File: config.mk
export PLATFORM = sky130hd
export DESIGN_NAME = mmv_top
export DESIGN_NICKNAME = d
export VERILOG_FILES = /design/src/common/mmv_pkg.sv /design/src/logic/mmv_sync3.sv /design/src/logic/mmv_top.sv
export SDC_FILE = /design/constraint.sdc
export NUM_CORES = 1
export LEC_CHECK = 0
export ABC_AREA = 1
export BUFFER_PORTS_ARGS = -buffer_cell sky130_fd_sc_hd__buf_2
export CORE_MARGIN = 10
export CORE_UTILIZATION = 54
export DETAILED_ROUTE_END_ITERATION = 10
export PLACE_DENSITY = 0.8
export SLEW_MARGIN = 0
export SYNTH_ARGS = -nofsm -noshare
export SYNTH_HDL_FRONTEND = slang
export SYNTH_SLANG_ARGS = --single-unit
File: constraint.sdc
create_clock -name sys_clk_i -period 1.8 [get_ports sys_clk_i]
set_clock_uncertainty 0.05 [all_clocks]
set_input_delay 0 -clock sys_clk_i [delete_from_list [all_inputs] [get_ports sys_clk_i]]
set_output_delay 0 -clock sys_clk_i [all_outputs]
set_load 0.05 [all_outputs]
File: src/common/mmv_pkg.sv
// constants, codes and report type of the mode and violation log block
package mmv_pkg;

    // ==========================================
    // register bus
    localparam int ADDR_W = 8;
    localparam int DATA_W = 8;
    localparam logic [7:0] ZERO_BYTE = 8'h00;
    localparam logic [7:0] CLEAR_BYTE = 8'hFF;

    // ==========================================
    // register offsets
    localparam logic [7:0] OFS_MODE = 8'h70;
    localparam logic [7:0] OFS_IRQ_STAT = 8'h7E;
    localparam logic [7:0] OFS_IRQ_MASK = 8'h7F;
    localparam logic [7:0] OFS_CODE_HI = 8'h80;
    localparam logic [7:0] OFS_CODE_LO = 8'h81;
    localparam logic [7:0] OFS_FLG_HI = 8'h82;
    localparam logic [7:0] OFS_FLG_LO = 8'h83;
    localparam logic [7:0] OFS_PC_HI = 8'h85;
    localparam logic [7:0] OFS_PC_MID = 8'h86;
    localparam logic [7:0] OFS_PC_LO = 8'h87;

    // ==========================================
    // field positions
    localparam int MODE_BIT = 7;
    localparam int USER_BIT = 7;
    localparam int XMASK_BIT = 6;
    localparam int IMASK_BIT = 4;

    // ==========================================
    // initiator codes
    localparam logic [3:0] INIT_NONE = 4'h0;
    localparam logic [3:0] INIT_CPU = 4'h1;
    localparam logic [3:0] INIT_ADC0 = 4'h3;
    localparam logic [3:0] INIT_ADC1 = 4'h4;
    localparam logic [3:0] INIT_TRIG = 4'h5;

    // target codes
    localparam logic [3:0] TGT_NONE = 4'h0;
    localparam logic [3:0] TGT_REGS = 4'h1;
    localparam logic [3:0] TGT_RAM = 4'h2;
    localparam logic [3:0] TGT_EEPROM = 4'h3;
    localparam logic [3:0] TGT_FLASH = 4'h4;
    localparam logic [3:0] TGT_INFO_ROWS = 4'h5;

    // access type codes
    localparam logic [3:0] ACC_NONE = 4'h0;
    localparam logic [3:0] ACC_OPCODE = 4'h1;
    localparam logic [3:0] ACC_VECTOR = 4'h2;
    localparam logic [3:0] ACC_LOAD = 4'h3;
    localparam logic [3:0] ACC_STORE = 4'h4;

    // violation kind codes
    localparam logic [3:0] KIND_NONE = 4'h0;
    localparam logic [3:0] KIND_ILLEGAL = 4'h1;
    localparam logic [3:0] KIND_ECC = 4'h2;

    // ==========================================
    // interrupt status bits
    localparam int IRQ_W = 3;
    localparam int IRQ_LOGGED = 0;
    localparam int IRQ_LOST = 1;
    localparam int IRQ_MODE = 2;

    // ==========================================
    // violation report from the access checker
    typedef struct packed {
        logic [3:0] initiator_field;
        logic [3:0] target_field;
        logic [3:0] access_type_field;
        logic [3:0] violation_kind;
        logic [23:0] program_counter;
        logic user_state;
        logic x_irq_mask;
        logic i_irq_mask;
    } mmv_viol_rpt_t;

endpackage

File: src/logic/mmv_sync3.sv
// three-stage pin synchroniser with agreement filter
`timescale 1ns/1ps
module mmv_sync3 #(
    parameter int WIDTH = 1
) (
    input wire logic sys_clk_i,
    input wire logic srst_i,
    input wire logic ce_i,
    input wire logic [WIDTH-1:0] pin_i,
    input wire logic [WIDTH-1:0] init_i,
    output logic [WIDTH-1:0] stable_o
);

    logic [WIDTH-1:0] meta_ff;
    logic [WIDTH-1:0] s2_ff;
    logic [WIDTH-1:0] s3_ff;

    // ==========================================
    // shift chain; first stage feeds only the second
    always_ff @(posedge sys_clk_i)
    begin
        if (ce_i)
        begin
            meta_ff <= pin_i;
            s2_ff <= meta_ff;
            s3_ff <= s2_ff;
        end
    end

    // ==========================================
    // a bit moves only once stages two and three agree
    always_ff @(posedge sys_clk_i)
    begin
        if (srst_i)
        begin
            stable_o <= init_i;
        end
        else if (ce_i)
        begin
            for (int i = 0; i < WIDTH; i++)
            begin
                if (s2_ff[i] == s3_ff[i])
                begin
                    stable_o[i] <= s3_ff[i];
                end
            end
        end
    end

endmodule

File: src/logic/mmv_top.sv
// chip-mode register and access-violation log with register port
`timescale 1ns/1ps
// How it works
// - mode pin sampled at reset release into mode bit 7; others read 0
// - mode bit written only for special to normal transition; read outside reset and stop mode
// - high code byte upper nibble holds initiator code
// - high code byte lower nibble holds target code
// - low code byte upper nibble holds access type code
// - low code byte lower nibble holds violation kind code
// - a violation loads a non-zero code into the code pair
// - program counter and flags captured together with the code
// - non-zero code freezes code, counter and flags; first one kept
// - writing 0xFFFF across both code bytes clears and re-arms
// - user state in high flags bit 7; X mask in low flags bit 6, I mask in low flags bit 4
// - flags are read-only and only refreshed by a new logged violation
// - every illegal core access raises a machine exception
// - uncorrectable error on core, converter or trigger access raises one
// - block idles in stop mode; no bus or log activity
module mmv_top #(
    parameter int ADDR_W = mmv_pkg::ADDR_W,
    parameter int DATA_W = mmv_pkg::DATA_W
) (
    input wire logic sys_clk_i,
    input wire logic srst_i,
    input wire logic ce_i,
    input wire logic ext_reset_n_i,
    input wire logic mode_select_i,
    input wire logic stop_mode_i,
    input wire logic [ADDR_W-1:0] addr_i,
    input wire logic [DATA_W-1:0] wdata_i,
    input wire logic wr_i,
    input wire logic rd_i,
    output logic [DATA_W-1:0] rd_data_o,
    input wire logic viol_valid_i,
    input wire mmv_pkg::mmv_viol_rpt_t viol_rpt_i,
    output logic machine_exc_o,
    output logic normal_mode_o,
    output logic log_full_o,
    output logic irq_o
);

    // ==========================================
    // declarations
    logic [1:0] pin_st;
    logic rst_pin_n;
    logic mode_pin;
    logic rst_prev_ff;
    logic rst_release;
    logic in_reset;
    logic active;

    logic mode_bit_ff;
    logic [DATA_W-1:0] code_hi_ff;
    logic [DATA_W-1:0] code_lo_ff;
    logic flg_user_ff;
    logic flg_xmask_ff;
    logic flg_imask_ff;
    logic [23:0] pc_ff;
    logic clr_hi_seen_ff;
    logic clr_lo_seen_ff;
    logic [mmv_pkg::IRQ_W-1:0] irq_stat_ff;
    logic [mmv_pkg::IRQ_W-1:0] irq_mask_ff;

    logic bus_wr;
    logic bus_rd;
    logic wr_hi_clr;
    logic wr_lo_clr;
    logic log_clear;
    logic log_armed;
    logic viol_take;
    logic viol_load;
    logic viol_lost;
    logic mode_wr_ok;
    logic [mmv_pkg::IRQ_W-1:0] irq_set;
    logic [DATA_W-1:0] nxt_rd_data;

    // ==========================================
    // helper functions
    function automatic logic is_real_viol(input mmv_pkg::mmv_viol_rpt_t r);
        return (r.violation_kind == mmv_pkg::KIND_ILLEGAL) ||
               (r.violation_kind == mmv_pkg::KIND_ECC);
    endfunction

    function automatic logic raises_exc(input mmv_pkg::mmv_viol_rpt_t r);
        logic from_core;
        logic from_peri;
        from_core = (r.initiator_field == mmv_pkg::INIT_CPU);
        from_peri = (r.initiator_field == mmv_pkg::INIT_ADC0) ||
                    (r.initiator_field == mmv_pkg::INIT_ADC1) ||
                    (r.initiator_field == mmv_pkg::INIT_TRIG);
        // core: illegal or ecc; converters and trigger unit: ecc only
        return (from_core && is_real_viol(r)) ||
               (from_peri && (r.violation_kind == mmv_pkg::KIND_ECC));
    endfunction

    function automatic logic hit(input logic [ADDR_W-1:0] a,
                                 input logic [7:0] ofs);
        return a == ADDR_W'(ofs);
    endfunction

    // ==========================================
    // pin synchronisers
    mmv_sync3 #(
        .WIDTH(2)
    ) u_pin_sync (
        .sys_clk_i(sys_clk_i),
        .srst_i(srst_i),
        .ce_i(ce_i),
        .pin_i({ext_reset_n_i, mode_select_i}),
        .init_i(2'h0),
        .stable_o(pin_st)
    );

    // both pins pass the same chain, so the mode level is aligned to the edge
    assign rst_pin_n = pin_st[1];
    assign mode_pin = pin_st[0];

    always_ff @(posedge sys_clk_i)
    begin
        if (srst_i)
        begin
            rst_prev_ff <= 1'b0;
        end
        else if (ce_i)
        begin
            rst_prev_ff <= rst_pin_n;
        end
    end

    assign in_reset = ~rst_pin_n;
    assign rst_release = rst_pin_n & ~rst_prev_ff;
    assign active = ~in_reset & ~stop_mode_i;

    // ==========================================
    // bus decode
    assign bus_wr = wr_i & active;
    assign bus_rd = rd_i & active;
    assign wr_hi_clr = bus_wr && hit(addr_i, mmv_pkg::OFS_CODE_HI) &&
                       (wdata_i == mmv_pkg::CLEAR_BYTE);
    assign wr_lo_clr = bus_wr && hit(addr_i, mmv_pkg::OFS_CODE_LO) &&
                       (wdata_i == mmv_pkg::CLEAR_BYTE);
    // pattern completes when the second half of 0xFFFF lands
    assign log_clear = (wr_hi_clr && clr_lo_seen_ff) ||
                       (wr_lo_clr && clr_hi_seen_ff);
    assign mode_wr_ok = bus_wr && hit(addr_i, mmv_pkg::OFS_MODE) &&
                        !mode_bit_ff && wdata_i[mmv_pkg::MODE_BIT];

    // ==========================================
    // violation intake
    assign log_armed = (code_hi_ff == mmv_pkg::ZERO_BYTE) &&
                       (code_lo_ff == mmv_pkg::ZERO_BYTE);
    assign viol_take = viol_valid_i && active && is_real_viol(viol_rpt_i);
    // a violation in the clearing cycle is kept, not lost
    assign viol_load = viol_take && (log_armed || log_clear);
    assign viol_lost = viol_take && !viol_load;

    // ==========================================
    // clear-pattern tracking
    always_ff @(posedge sys_clk_i)
    begin
        if (srst_i || in_reset)
        begin
            clr_hi_seen_ff <= 1'b0;
            clr_lo_seen_ff <= 1'b0;
        end
        else if (ce_i)
        begin
            if (log_clear)
            begin
                clr_hi_seen_ff <= 1'b0;
                clr_lo_seen_ff <= 1'b0;
            end
            else if (bus_wr && hit(addr_i, mmv_pkg::OFS_CODE_HI))
            begin
                clr_hi_seen_ff <= wr_hi_clr;
                clr_lo_seen_ff <= 1'b0;
            end
            else if (bus_wr && hit(addr_i, mmv_pkg::OFS_CODE_LO))
            begin
                clr_lo_seen_ff <= wr_lo_clr;
                clr_hi_seen_ff <= 1'b0;
            end
        end
    end

    // ==========================================
    // mode register
    always_ff @(posedge sys_clk_i)
    begin
        if (srst_i)
        begin
            mode_bit_ff <= 1'b0;
        end
        else if (ce_i)
        begin
            if (rst_release)
            begin
                mode_bit_ff <= mode_pin;
            end
            else if (mode_wr_ok)
            begin
                mode_bit_ff <= 1'b1;
            end
        end
    end

    // ==========================================
    // error code pair
    always_ff @(posedge sys_clk_i)
    begin
        if (srst_i || in_reset)
        begin
            code_hi_ff <= mmv_pkg::ZERO_BYTE;
            code_lo_ff <= mmv_pkg::ZERO_BYTE;
        end
        else if (ce_i)
        begin
            if (viol_load)
            begin
                code_hi_ff <= {viol_rpt_i.initiator_field,
                               viol_rpt_i.target_field};
                code_lo_ff <= {viol_rpt_i.access_type_field,
                               viol_rpt_i.violation_kind};
            end
            else if (log_clear)
            begin
                code_hi_ff <= mmv_pkg::ZERO_BYTE;
                code_lo_ff <= mmv_pkg::ZERO_BYTE;
            end
        end
    end

    // ==========================================
    // captured counter and flags, written only with a new code
    always_ff @(posedge sys_clk_i)
    begin
        if (srst_i || in_reset)
        begin
            pc_ff <= '0;
            flg_user_ff <= 1'b0;
            flg_xmask_ff <= 1'b0;
            flg_imask_ff <= 1'b0;
        end
        else if (ce_i && viol_load)
        begin
            pc_ff <= viol_rpt_i.program_counter;
            flg_user_ff <= viol_rpt_i.user_state;
            flg_xmask_ff <= viol_rpt_i.x_irq_mask;
            flg_imask_ff <= viol_rpt_i.i_irq_mask;
        end
    end

    // ==========================================
    // machine exception toward the core
    always_ff @(posedge sys_clk_i)
    begin
        if (srst_i)
        begin
            machine_exc_o <= 1'b0;
        end
        else if (ce_i)
        begin
            machine_exc_o <= viol_valid_i && active &&
                             raises_exc(viol_rpt_i);
        end
    end

    // ==========================================
    // interrupt status and mask
    assign irq_set = {mode_wr_ok, viol_lost, viol_load};

    always_ff @(posedge sys_clk_i)
    begin
        if (srst_i || in_reset)
        begin
            irq_stat_ff <= '0;
        end
        else if (ce_i)
        begin
            // set wins over the read clear
            if (bus_rd && hit(addr_i, mmv_pkg::OFS_IRQ_STAT))
            begin
                irq_stat_ff <= irq_set;
            end
            else
            begin
                irq_stat_ff <= irq_stat_ff | irq_set;
            end
        end
    end

    always_ff @(posedge sys_clk_i)
    begin
        if (srst_i || in_reset)
        begin
            irq_mask_ff <= '0;
        end
        else if (ce_i && bus_wr && hit(addr_i, mmv_pkg::OFS_IRQ_MASK))
        begin
            irq_mask_ff <= wdata_i[mmv_pkg::IRQ_W-1:0];
        end
    end

    // ==========================================
    // read mux; anything unlisted is reserved and reads zero
    always_comb
    begin
        nxt_rd_data = mmv_pkg::ZERO_BYTE;
        if (bus_rd)
        begin
            case (addr_i)
                ADDR_W'(mmv_pkg::OFS_MODE):
                begin
                    nxt_rd_data[mmv_pkg::MODE_BIT] = mode_bit_ff;
                end
                ADDR_W'(mmv_pkg::OFS_IRQ_STAT):
                begin
                    nxt_rd_data[mmv_pkg::IRQ_W-1:0] = irq_stat_ff;
                end
                ADDR_W'(mmv_pkg::OFS_IRQ_MASK):
                begin
                    nxt_rd_data[mmv_pkg::IRQ_W-1:0] = irq_mask_ff;
                end
                ADDR_W'(mmv_pkg::OFS_CODE_HI):
                begin
                    nxt_rd_data = code_hi_ff;
                end
                ADDR_W'(mmv_pkg::OFS_CODE_LO):
                begin
                    nxt_rd_data = code_lo_ff;
                end
                ADDR_W'(mmv_pkg::OFS_FLG_HI):
                begin
                    nxt_rd_data[mmv_pkg::USER_BIT] = flg_user_ff;
                end
                ADDR_W'(mmv_pkg::OFS_FLG_LO):
                begin
                    nxt_rd_data[mmv_pkg::XMASK_BIT] = flg_xmask_ff;
                    nxt_rd_data[mmv_pkg::IMASK_BIT] = flg_imask_ff;
                end
                ADDR_W'(mmv_pkg::OFS_PC_HI):
                begin
                    nxt_rd_data = pc_ff[23:16];
                end
                ADDR_W'(mmv_pkg::OFS_PC_MID):
                begin
                    nxt_rd_data = pc_ff[15:8];
                end
                ADDR_W'(mmv_pkg::OFS_PC_LO):
                begin
                    nxt_rd_data = pc_ff[7:0];
                end
                default:
                begin
                    nxt_rd_data = mmv_pkg::ZERO_BYTE;
                end
            endcase
        end
    end

    // ==========================================
    // registered outputs
    always_ff @(posedge sys_clk_i)
    begin
        if (srst_i)
        begin
            rd_data_o <= mmv_pkg::ZERO_BYTE;
        end
        else if (ce_i)
        begin
            rd_data_o <= nxt_rd_data;
        end
    end

    always_ff @(posedge sys_clk_i)
    begin
        if (srst_i)
        begin
            normal_mode_o <= 1'b0;
            log_full_o <= 1'b0;
            irq_o <= 1'b0;
        end
        else if (ce_i)
        begin
            // lag of one cycle behind the state they mirror
            normal_mode_o <= mode_bit_ff;
            log_full_o <= !log_armed;
            irq_o <= |(irq_stat_ff & irq_mask_ff);
        end
    end

endmodule

### After elaboration in Yosys (flattened, before gate mapping)

Cells that the tools add are included.

| word-level totals | value |
|---|---|
| register bits after elaboration | 73 |
| input port bits | 68 |
| output and inout port bits | 12 |
| logic and storage cells | 111 |

| operators by class | value |
|---|---|
| equal/unequal tests | 19 |
| mux-type cells | 19 |
| bitwise gates (word level) | 9 |
| reductions and logical operators | 42 |

Operators with widths:

| cell | number |
|---|---|
| equality test 8 bit, second input constant | 8 |
| two-way mux 8 bit | 4 |
| equality test 8 x 7 -> 1 bit, second input constant | 3 |
| logical AND 1 bit | 21 |
| case mux 3 bit (7 select lines) | 1 |
| zero test 8 bit | 2 |
| case mux 1 bit (6 select lines) | 2 |
| case mux 1 bit (5 select lines) | 2 |
| AND reduction 2 bit | 5 |
| equality test 4 x 1 -> 1 bit, second input constant | 2 |
| equality test 4 x 2 -> 1 bit, second input constant | 2 |
| equality test 4 x 3 -> 1 bit, second input constant | 2 |
| two-way mux 1 bit | 8 |
| logical OR 1 bit | 7 |
| case mux 1 bit (7 select lines) | 1 |
| bitwise AND 1 bit | 4 |
| nonzero test 2 bit | 2 |
| bitwise AND 3 bit | 1 |
| zero test 1 bit | 3 |
| two-way mux 3 bit | 1 |
| NOT 1 bit | 3 |
| OR 3 bit | 1 |
| nonzero test 3 bit | 1 |
| OR reduction 3 bit | 1 |
| equality test 1 bit | 2 |

### Depth between registers and ports, before layout

| depth | value |
|---|---|
| word-level depth | 13 |
| mapped depth | 14 |
| depth with buffers taken out | 13 |

### Cells and area by module

From an unflattened synthesis, not the netlist that was laid out.

| unflattened totals | value |
|---|---|
| cell total of the unflattened synthesis | 518 |
| area total of the unflattened synthesis | 3626.0 um^2 |

By module, submodules not included:

| module | times used | cells an instance | area an instance (um^2) | seq. area each (um^2) |
|---|---|---|---|---|
| mmv_top | 1 | 493 | 3316.9 | 1301.2 |
| mmv_sync3 | 1 | 25 | 309.0 | 240.2 |

### Worst setup path after synthesis

OpenSTA, ideal clock, no wires.

| path | value |
|---|---|
| path type | register -> register |
| from | register u_pin_sync.stable_o[1] |
| to | register code_hi_ff[1] |
| library setup time | 0.132 ns |
| arrival | 1.361 ns |
| data required time | 1.618 ns |
| slack | 0.256 ns |
| cell stages (with the launch flop) | 11 |
| buffers on the path | 1 |
| period minus slack after synthesis | 1.544 ns |
| cells stage by stage | dfxtp_1 -> inv_2 -> nor2_4 -> nand3_1 -> nor2_2 -> nand3_1 -> nand2_1 -> inv_2 -> buf_2 -> nand2_1 -> a21oi_1 |

| on the way | value |
|---|---|
| longest elaborated chain between the ends | 10 |
| elaborated cells on any way between the ends | 18 |
| those cells by class | mux: 1; bitwise: 3; reduce/logical: 14 |

Ends and longest elaborated chain:

| item | RTL line | source |
|---|---|---|
| start: declaration | mmv_sync3.sv:11 | `output logic [WIDTH-1:0] stable_o` |
| start signal: assignment | mmv_sync3.sv:36 | `stable_o <= init_i;` |
| start signal: indexed assignment | mmv_sync3.sv:44 | `stable_o[i] <= s3_ff[i];` |
| bitwise AND 1 bit | mmv_top.sv:132 | `assign active = ~in_reset & ~stop_mode_i;` |
| bitwise AND 1 bit | mmv_top.sv:136 | `assign bus_wr = wr_i & active;` |
| logical AND 1 bit, on equally long branches (2 in a row) | mmv_top.sv:138, mmv_top.sv:140 |  |
| logical AND 1 bit, on equally long branches | mmv_top.sv:143, mmv_top.sv:144 |  |
| logical OR 1 bit | mmv_top.sv:143 | `assign log_clear = (wr_hi_clr && clr_lo_seen_ff) \|\|` |
| logical OR 1 bit | mmv_top.sv:154 | `assign viol_load = viol_take && (log_armed \|\| log_clear);` |
| logical AND 1 bit | mmv_top.sv:154 |  |
| nonzero test 2 bit (no line) | -- |  |
| AND reduction 2 bit (no line) | -- |  |
| end signal: assignment | mmv_top.sv:213 | `code_hi_ff <= mmv_pkg::ZERO_BYTE;` |
| end signal: assignment | mmv_top.sv:220 | `code_hi_ff <= {viol_rpt_i.initiator_field,` |
| end signal: assignment | mmv_top.sv:227 | `code_hi_ff <= mmv_pkg::ZERO_BYTE;` |
| end: declaration | mmv_top.sv:53 | `logic [DATA_W-1:0] code_hi_ff;` |

Parallel ways exist; a longest one is shown, timed or not.
A chain may end at the register's enable or synchronous reset.

### Final worst setup path

| path | value |
|---|---|
| from | register u_pin_sync.stable_o[1] |
| to | register code_hi_ff[4] |

The elaborated chain is that of the path after synthesis.

==> flow_summary.json <==
{
  "area.growth.synth_to_final_pct": 35.6,
  "worst-slew-pin-transition_ps": 420,
  "timing.hold.worst.start": "rd_i",
  "timing.critical_path.buf_inv": 3,
  "totalPowerFinal_mw": 3.67,
  "design.portCount": 80,
  "final_period_minus_worst_setup_slack_ps": 1680,
  "gr_layer_usage_met2_pct": 36.2,
  "cp_slowest_stage_delay_ps": 350,
  "async_flop_share_pct": 0,
  "setup_viol": 0,
  "synth_enable_flop_cells": 6,
  "run_status": "finished, final reports clean",
  "syn_area_um2": 3610,
  "slew-limit-headroom_pct": 71.9,
  "rr_worst_depth": 11,
  "total_switching_power_mw": 0.789,
  "dieWidth_um": 102,
  "congestion_overflow_gr": 0,
  "yosysWarnings": 0,
  "path_class_of_the_lowest_slack_min_delay_path": "in -> reg",
  "clock_insertion_delay_worst_skew_ps": 350,
  "setup.worst_path.class": "reg -> reg",
  "placement.io_buffers": 79,
  "grt_start_max_net_pins": 29,
  "ctsHtreeMaxLevel": 3,
  "clockBufferDepth": 2,
  "critical_path.top_delay_family": "simple AND/OR/NAND/NOR gates",
  "route.final.wire_length_um": 10700,
  "required_ps": 2020,
  "power.combinational.fraction_pct": 8.7,
  "worst_r2r_startpoint": "u_pin_sync.stable_o[1]$_SDFFE_PP0P_",
  "ff2ff_setup_slack_ps": 120,
  "fmax_ghz": 0.596,
  "clk_root_buffer_cell": "sky130_fd_sc_hd__clkbuf_8",
  "grt_pass1_vias": 3728,
  "seq_area_frac_synth_pct": 42.1,
  "routing_layer_with_the_top_usage_in_global_route": "met2",
  "grt.met3_usage_pct": 5.51,
  "core.rowCount": 29,
  "synth_flop_cell": "sky130_fd_sc_hd__dfxtp_1",
  "critical_path.startpoint_type": "flip-flop",
  "crit_path_cell_trace": "inv_2 -> nor2_4 -> nand2_1 -> nor2_2 -> nand3_2 -> nand2_2 -> inv_2 -> nand2_4 -> buf_12 -> nand3_1 -> a21oi_1",
  "route.antenna.remaining_nets": 0,
  "maxCapViolations": 0,
  "route.detailed.wl_per_inst_um": 15.0,
  "place_hpwl_um": 7380,
  "synthesis.instances": 505,
  "groute.layer.met1.usage_pct": 24.6,
  "setup.worst_path.end_class": "flip-flop",
  "worst-endpoint-arrival_ps": 1900,
  "initial_core_util_pct": 56.2,
  "layout_worst_path_cycle_share_pct": 93.3,
  "cts.sink_count": 73,
  "full_die_area_um2": 10400,
  "antenna_found_initial": 0,
  "grt_first_pass_wirelength_um": 17300,
  "vias": 3849,
  "detail_route.iter0.violations": 209,
  "critical-path-slowest-cell": "sky130_fd_sc_hd__dfxtp_2",
  "place_congestion": 0.873,
  "placedInstanceArea_um2": 4120,
  "cp_common_cell": "sky130_fd_sc_hd__inv_2",
  "pre_cts_ws_ps": 83.2,
  "setup_tns_ps": 0,
  "drv_slew": 0,
  "count_of_cell_types_in_the_netlist": 32,
  "num-fill-cells": 475,
  "detailed_router_iteration_count_before_antenna_repair": 5,
  "leakagePower_nw": 2.06,
  "ir_worst_vdd_v": 0.000542,
  "critical_path.reg2reg.endpoint": "code_hi_ff[4]$_SDFFE_PP0P_",
  "netSwitchingFraction_pct": 21.5,
  "route.detailed.drc": 0,
  "intPower_mw": 2.89,
  "viasPerCell": 5.37,
  "p_clk_share_pct": 45.9,
  "worst_slack_ps": 121,
  "grt_total_usage_pct": 20.8,
  "seq_power_share_pct": 45.3,
  "timing_hold_violations_final": 0,
  "clock_tree_from_tritoncts": "done",
  "critPathMaxFanout": 18,
  "worst_setup_path_startpoint": "u_pin_sync.stable_o[1]$_SDFFE_PP0P_",
  "antennaDiodeCount": 0,
  "flip_flop_and_latch_count_after_synthesis": 73,
  "timing.critical_path.depth": 11,
  "worstHoldPathCells": 5,
  "power.density_nw_per_um2": 750,
  "worstSetupEndpoint": "code_hi_ff[4]$_SDFFE_PP0P_",
  "cts_inserted_buffers": 9,
  "synthesized_area_per_cell_um2": 7.15,
  "layout.cell_area.non_filler_um2": 4900,
  "number_of_nets_produced_by_synthesis": 573,
  "final_net_count": 703,
  "whs_ps": 45.5,
  "post_route_cells_drive_above_1_share_pct": 21.1,
  "die_outline_height_um": 102,
  "clock_pin_slew_reported_for_the_worst_setup_and_hold_paths_after_clock_tree_synthesis_ps": 80,
  "core_um2": 6420
}
==> sequential cells by signal (all words and copies together), names as in the netlist, 2 cells and up <==
register	cells
u_pin_sync.s2_ff	2
code_lo_ff	8
pc_ff	24
irq_mask_ff	3
code_hi_ff	8
u_pin_sync.stable_o	2
rd_data_o	8
u_pin_sync.meta_ff	2
irq_stat_ff	3
u_pin_sync.s3_ff	2
==> power groups by stage <==
stage	clock [mW]	combinational (mW)	sequential [mW]
finish	1.69	0.321	1.67
global route	1.77	0.349	1.67
CTS	1.70	0.313	1.66
detailed placement	0	0.231	1.70
global placement	0	0.226	1.70
floorplan	0	0.103	1.72
==> layout by cell type, fill, tap and decap left out, types with 2 or more instances in the layout <==
cell type,n
sky130_fd_sc_hd__nand4_1,11
sky130_fd_sc_hd__nor4_2,2
sky130_fd_sc_hd__nand3b_1,27
sky130_fd_sc_hd__dfxtp_1,66
sky130_fd_sc_hd__o21ai_0,15
sky130_fd_sc_hd__bufinv_16,4
sky130_fd_sc_hd__inv_1,28
sky130_fd_sc_hd__a21oi_1,35
sky130_fd_sc_hd__nand2_4,4
sky130_fd_sc_hd__dlygate4sd3_1,49
sky130_fd_sc_hd__clkinv_4,2
sky130_fd_sc_hd__nand2_1,124
sky130_fd_sc_hd__nor2_8,2
sky130_fd_sc_hd__clkbuf_8,9
sky130_fd_sc_hd__nor3_1,7
sky130_fd_sc_hd__mux2i_1,3
sky130_fd_sc_hd__nor2_1,86
sky130_fd_sc_hd__buf_2,79
sky130_fd_sc_hd__nand3_1,40
sky130_fd_sc_hd__nand2_2,3
sky130_fd_sc_hd__buf_4,9
sky130_fd_sc_hd__buf_12,3
sky130_fd_sc_hd__nor2_4,5
sky130_fd_sc_hd__o211ai_1,4
sky130_fd_sc_hd__edfxtp_1,6
sky130_fd_sc_hd__inv_2,6
==> cell families after synthesis <==
| logic type | count (synthesis) | synth area share [%] |
|---|---|---|
| DFF | 73 | 42.1 |
| AOI/OAI and AO/OA | 57 | 8.38 |
| and+or+nand+nor | 316 | 41.7 |
| muxes | 3 | 0.831 |
| buffers and inverters | 56 | 6.96 |
==> worst min path at each step <==
stage | to | slack [ps]
after floorplan | rst_prev_ff$_SDFFE_PP0P_ | 30
final | rd_data_o[1]$_SDFFE_PP0P_ | 50
after global routing | rd_data_o[0]$_SDFFE_PP0P_ | 70
after CTS | rd_data_o[1]$_SDFFE_PP0P_ | 30
after detailed placement | u_pin_sync.meta_ff[1]$_DFFE_PP_ | 130
after global placement | u_pin_sync.meta_ff[0]$_DFFE_PP_ | 130
==> metal layers <==
layer  share of wire (%)  vias to the layer above
li1                    -                     1919
met1                  42                     1737
met2                  49                      176
met3                 8.2                       17
met4                 1.3                        0
met5                   0                        -
==> worst reg2reg max path, cell delays in order (launching register included) <==
cell                      delay [ps]
sky130_fd_sc_hd__dfxtp_2         350
sky130_fd_sc_hd__inv_2            70
sky130_fd_sc_hd__nor2_4          120
sky130_fd_sc_hd__nand2_1         110
sky130_fd_sc_hd__nor2_2          160
sky130_fd_sc_hd__nand3_2          90
sky130_fd_sc_hd__nand2_2          90
sky130_fd_sc_hd__inv_2            60
sky130_fd_sc_hd__nand2_4         110
sky130_fd_sc_hd__buf_12          160
sky130_fd_sc_hd__nand3_1          80
sky130_fd_sc_hd__a21oi_1         170
==> timing repair <==
| action | 4_1_cts | 5_1_grt |
|---|---|---|
| hold buffers | 49 | 0 |
| endpoints found under the setup margin | 0 | 41 |
| hold endpoints to repair | 61 | 0 |
| gates resized for setup | 0 | 7 |
| setup buffers | 0 | 0 |
==> cell usage after synthesis (5+ instances only) <==
| master | number | area [um^2] |
|---|---|---|
| sky130_fd_sc_hd__nand3b_1 | 27 | 203 |
| sky130_fd_sc_hd__nand4_1 | 11 | 68.8 |
| sky130_fd_sc_hd__buf_2 | 5 | 25.0 |
| sky130_fd_sc_hd__inv_1 | 29 | 109 |
| sky130_fd_sc_hd__edfxtp_1 | 6 | 180 |
| sky130_fd_sc_hd__o21ai_0 | 15 | 75.1 |
| sky130_fd_sc_hd__nand2_1 | 124 | 465 |
| sky130_fd_sc_hd__nor3_1 | 7 | 35.0 |
| sky130_fd_sc_hd__inv_2 | 5 | 18.8 |
| sky130_fd_sc_hd__clkbuf_1 | 11 | 41.3 |
| sky130_fd_sc_hd__nand3_1 | 40 | 200 |
| sky130_fd_sc_hd__dfxtp_1 | 67 | 1340 |
| sky130_fd_sc_hd__a21oi_1 | 35 | 175 |
| sky130_fd_sc_hd__nor2_1 | 86 | 323 |
==> through the flow <==
stage / util [%] / std cells
final: 76.3 / 717
after global routing: 76.3 / 717
after CTS: 75.9 / 717
after detailed placement: 64.1 / 652
after global placement: 64.1 / 652
after floorplan: - / 505
==> area by class of cell <==
cell class	instances	area, um^2	share of cell area, %
inverters	35	144	2.94
clock buffers	9	124	2.53
repair buffers	140	1010	20.7
multi-input cells	376	1860	37.9
clock inverters	7	143	2.91
flip-flops and latches	73	1520	31.1
well taps	77	96.3	1.97
(Power assumes the default switching activity.)
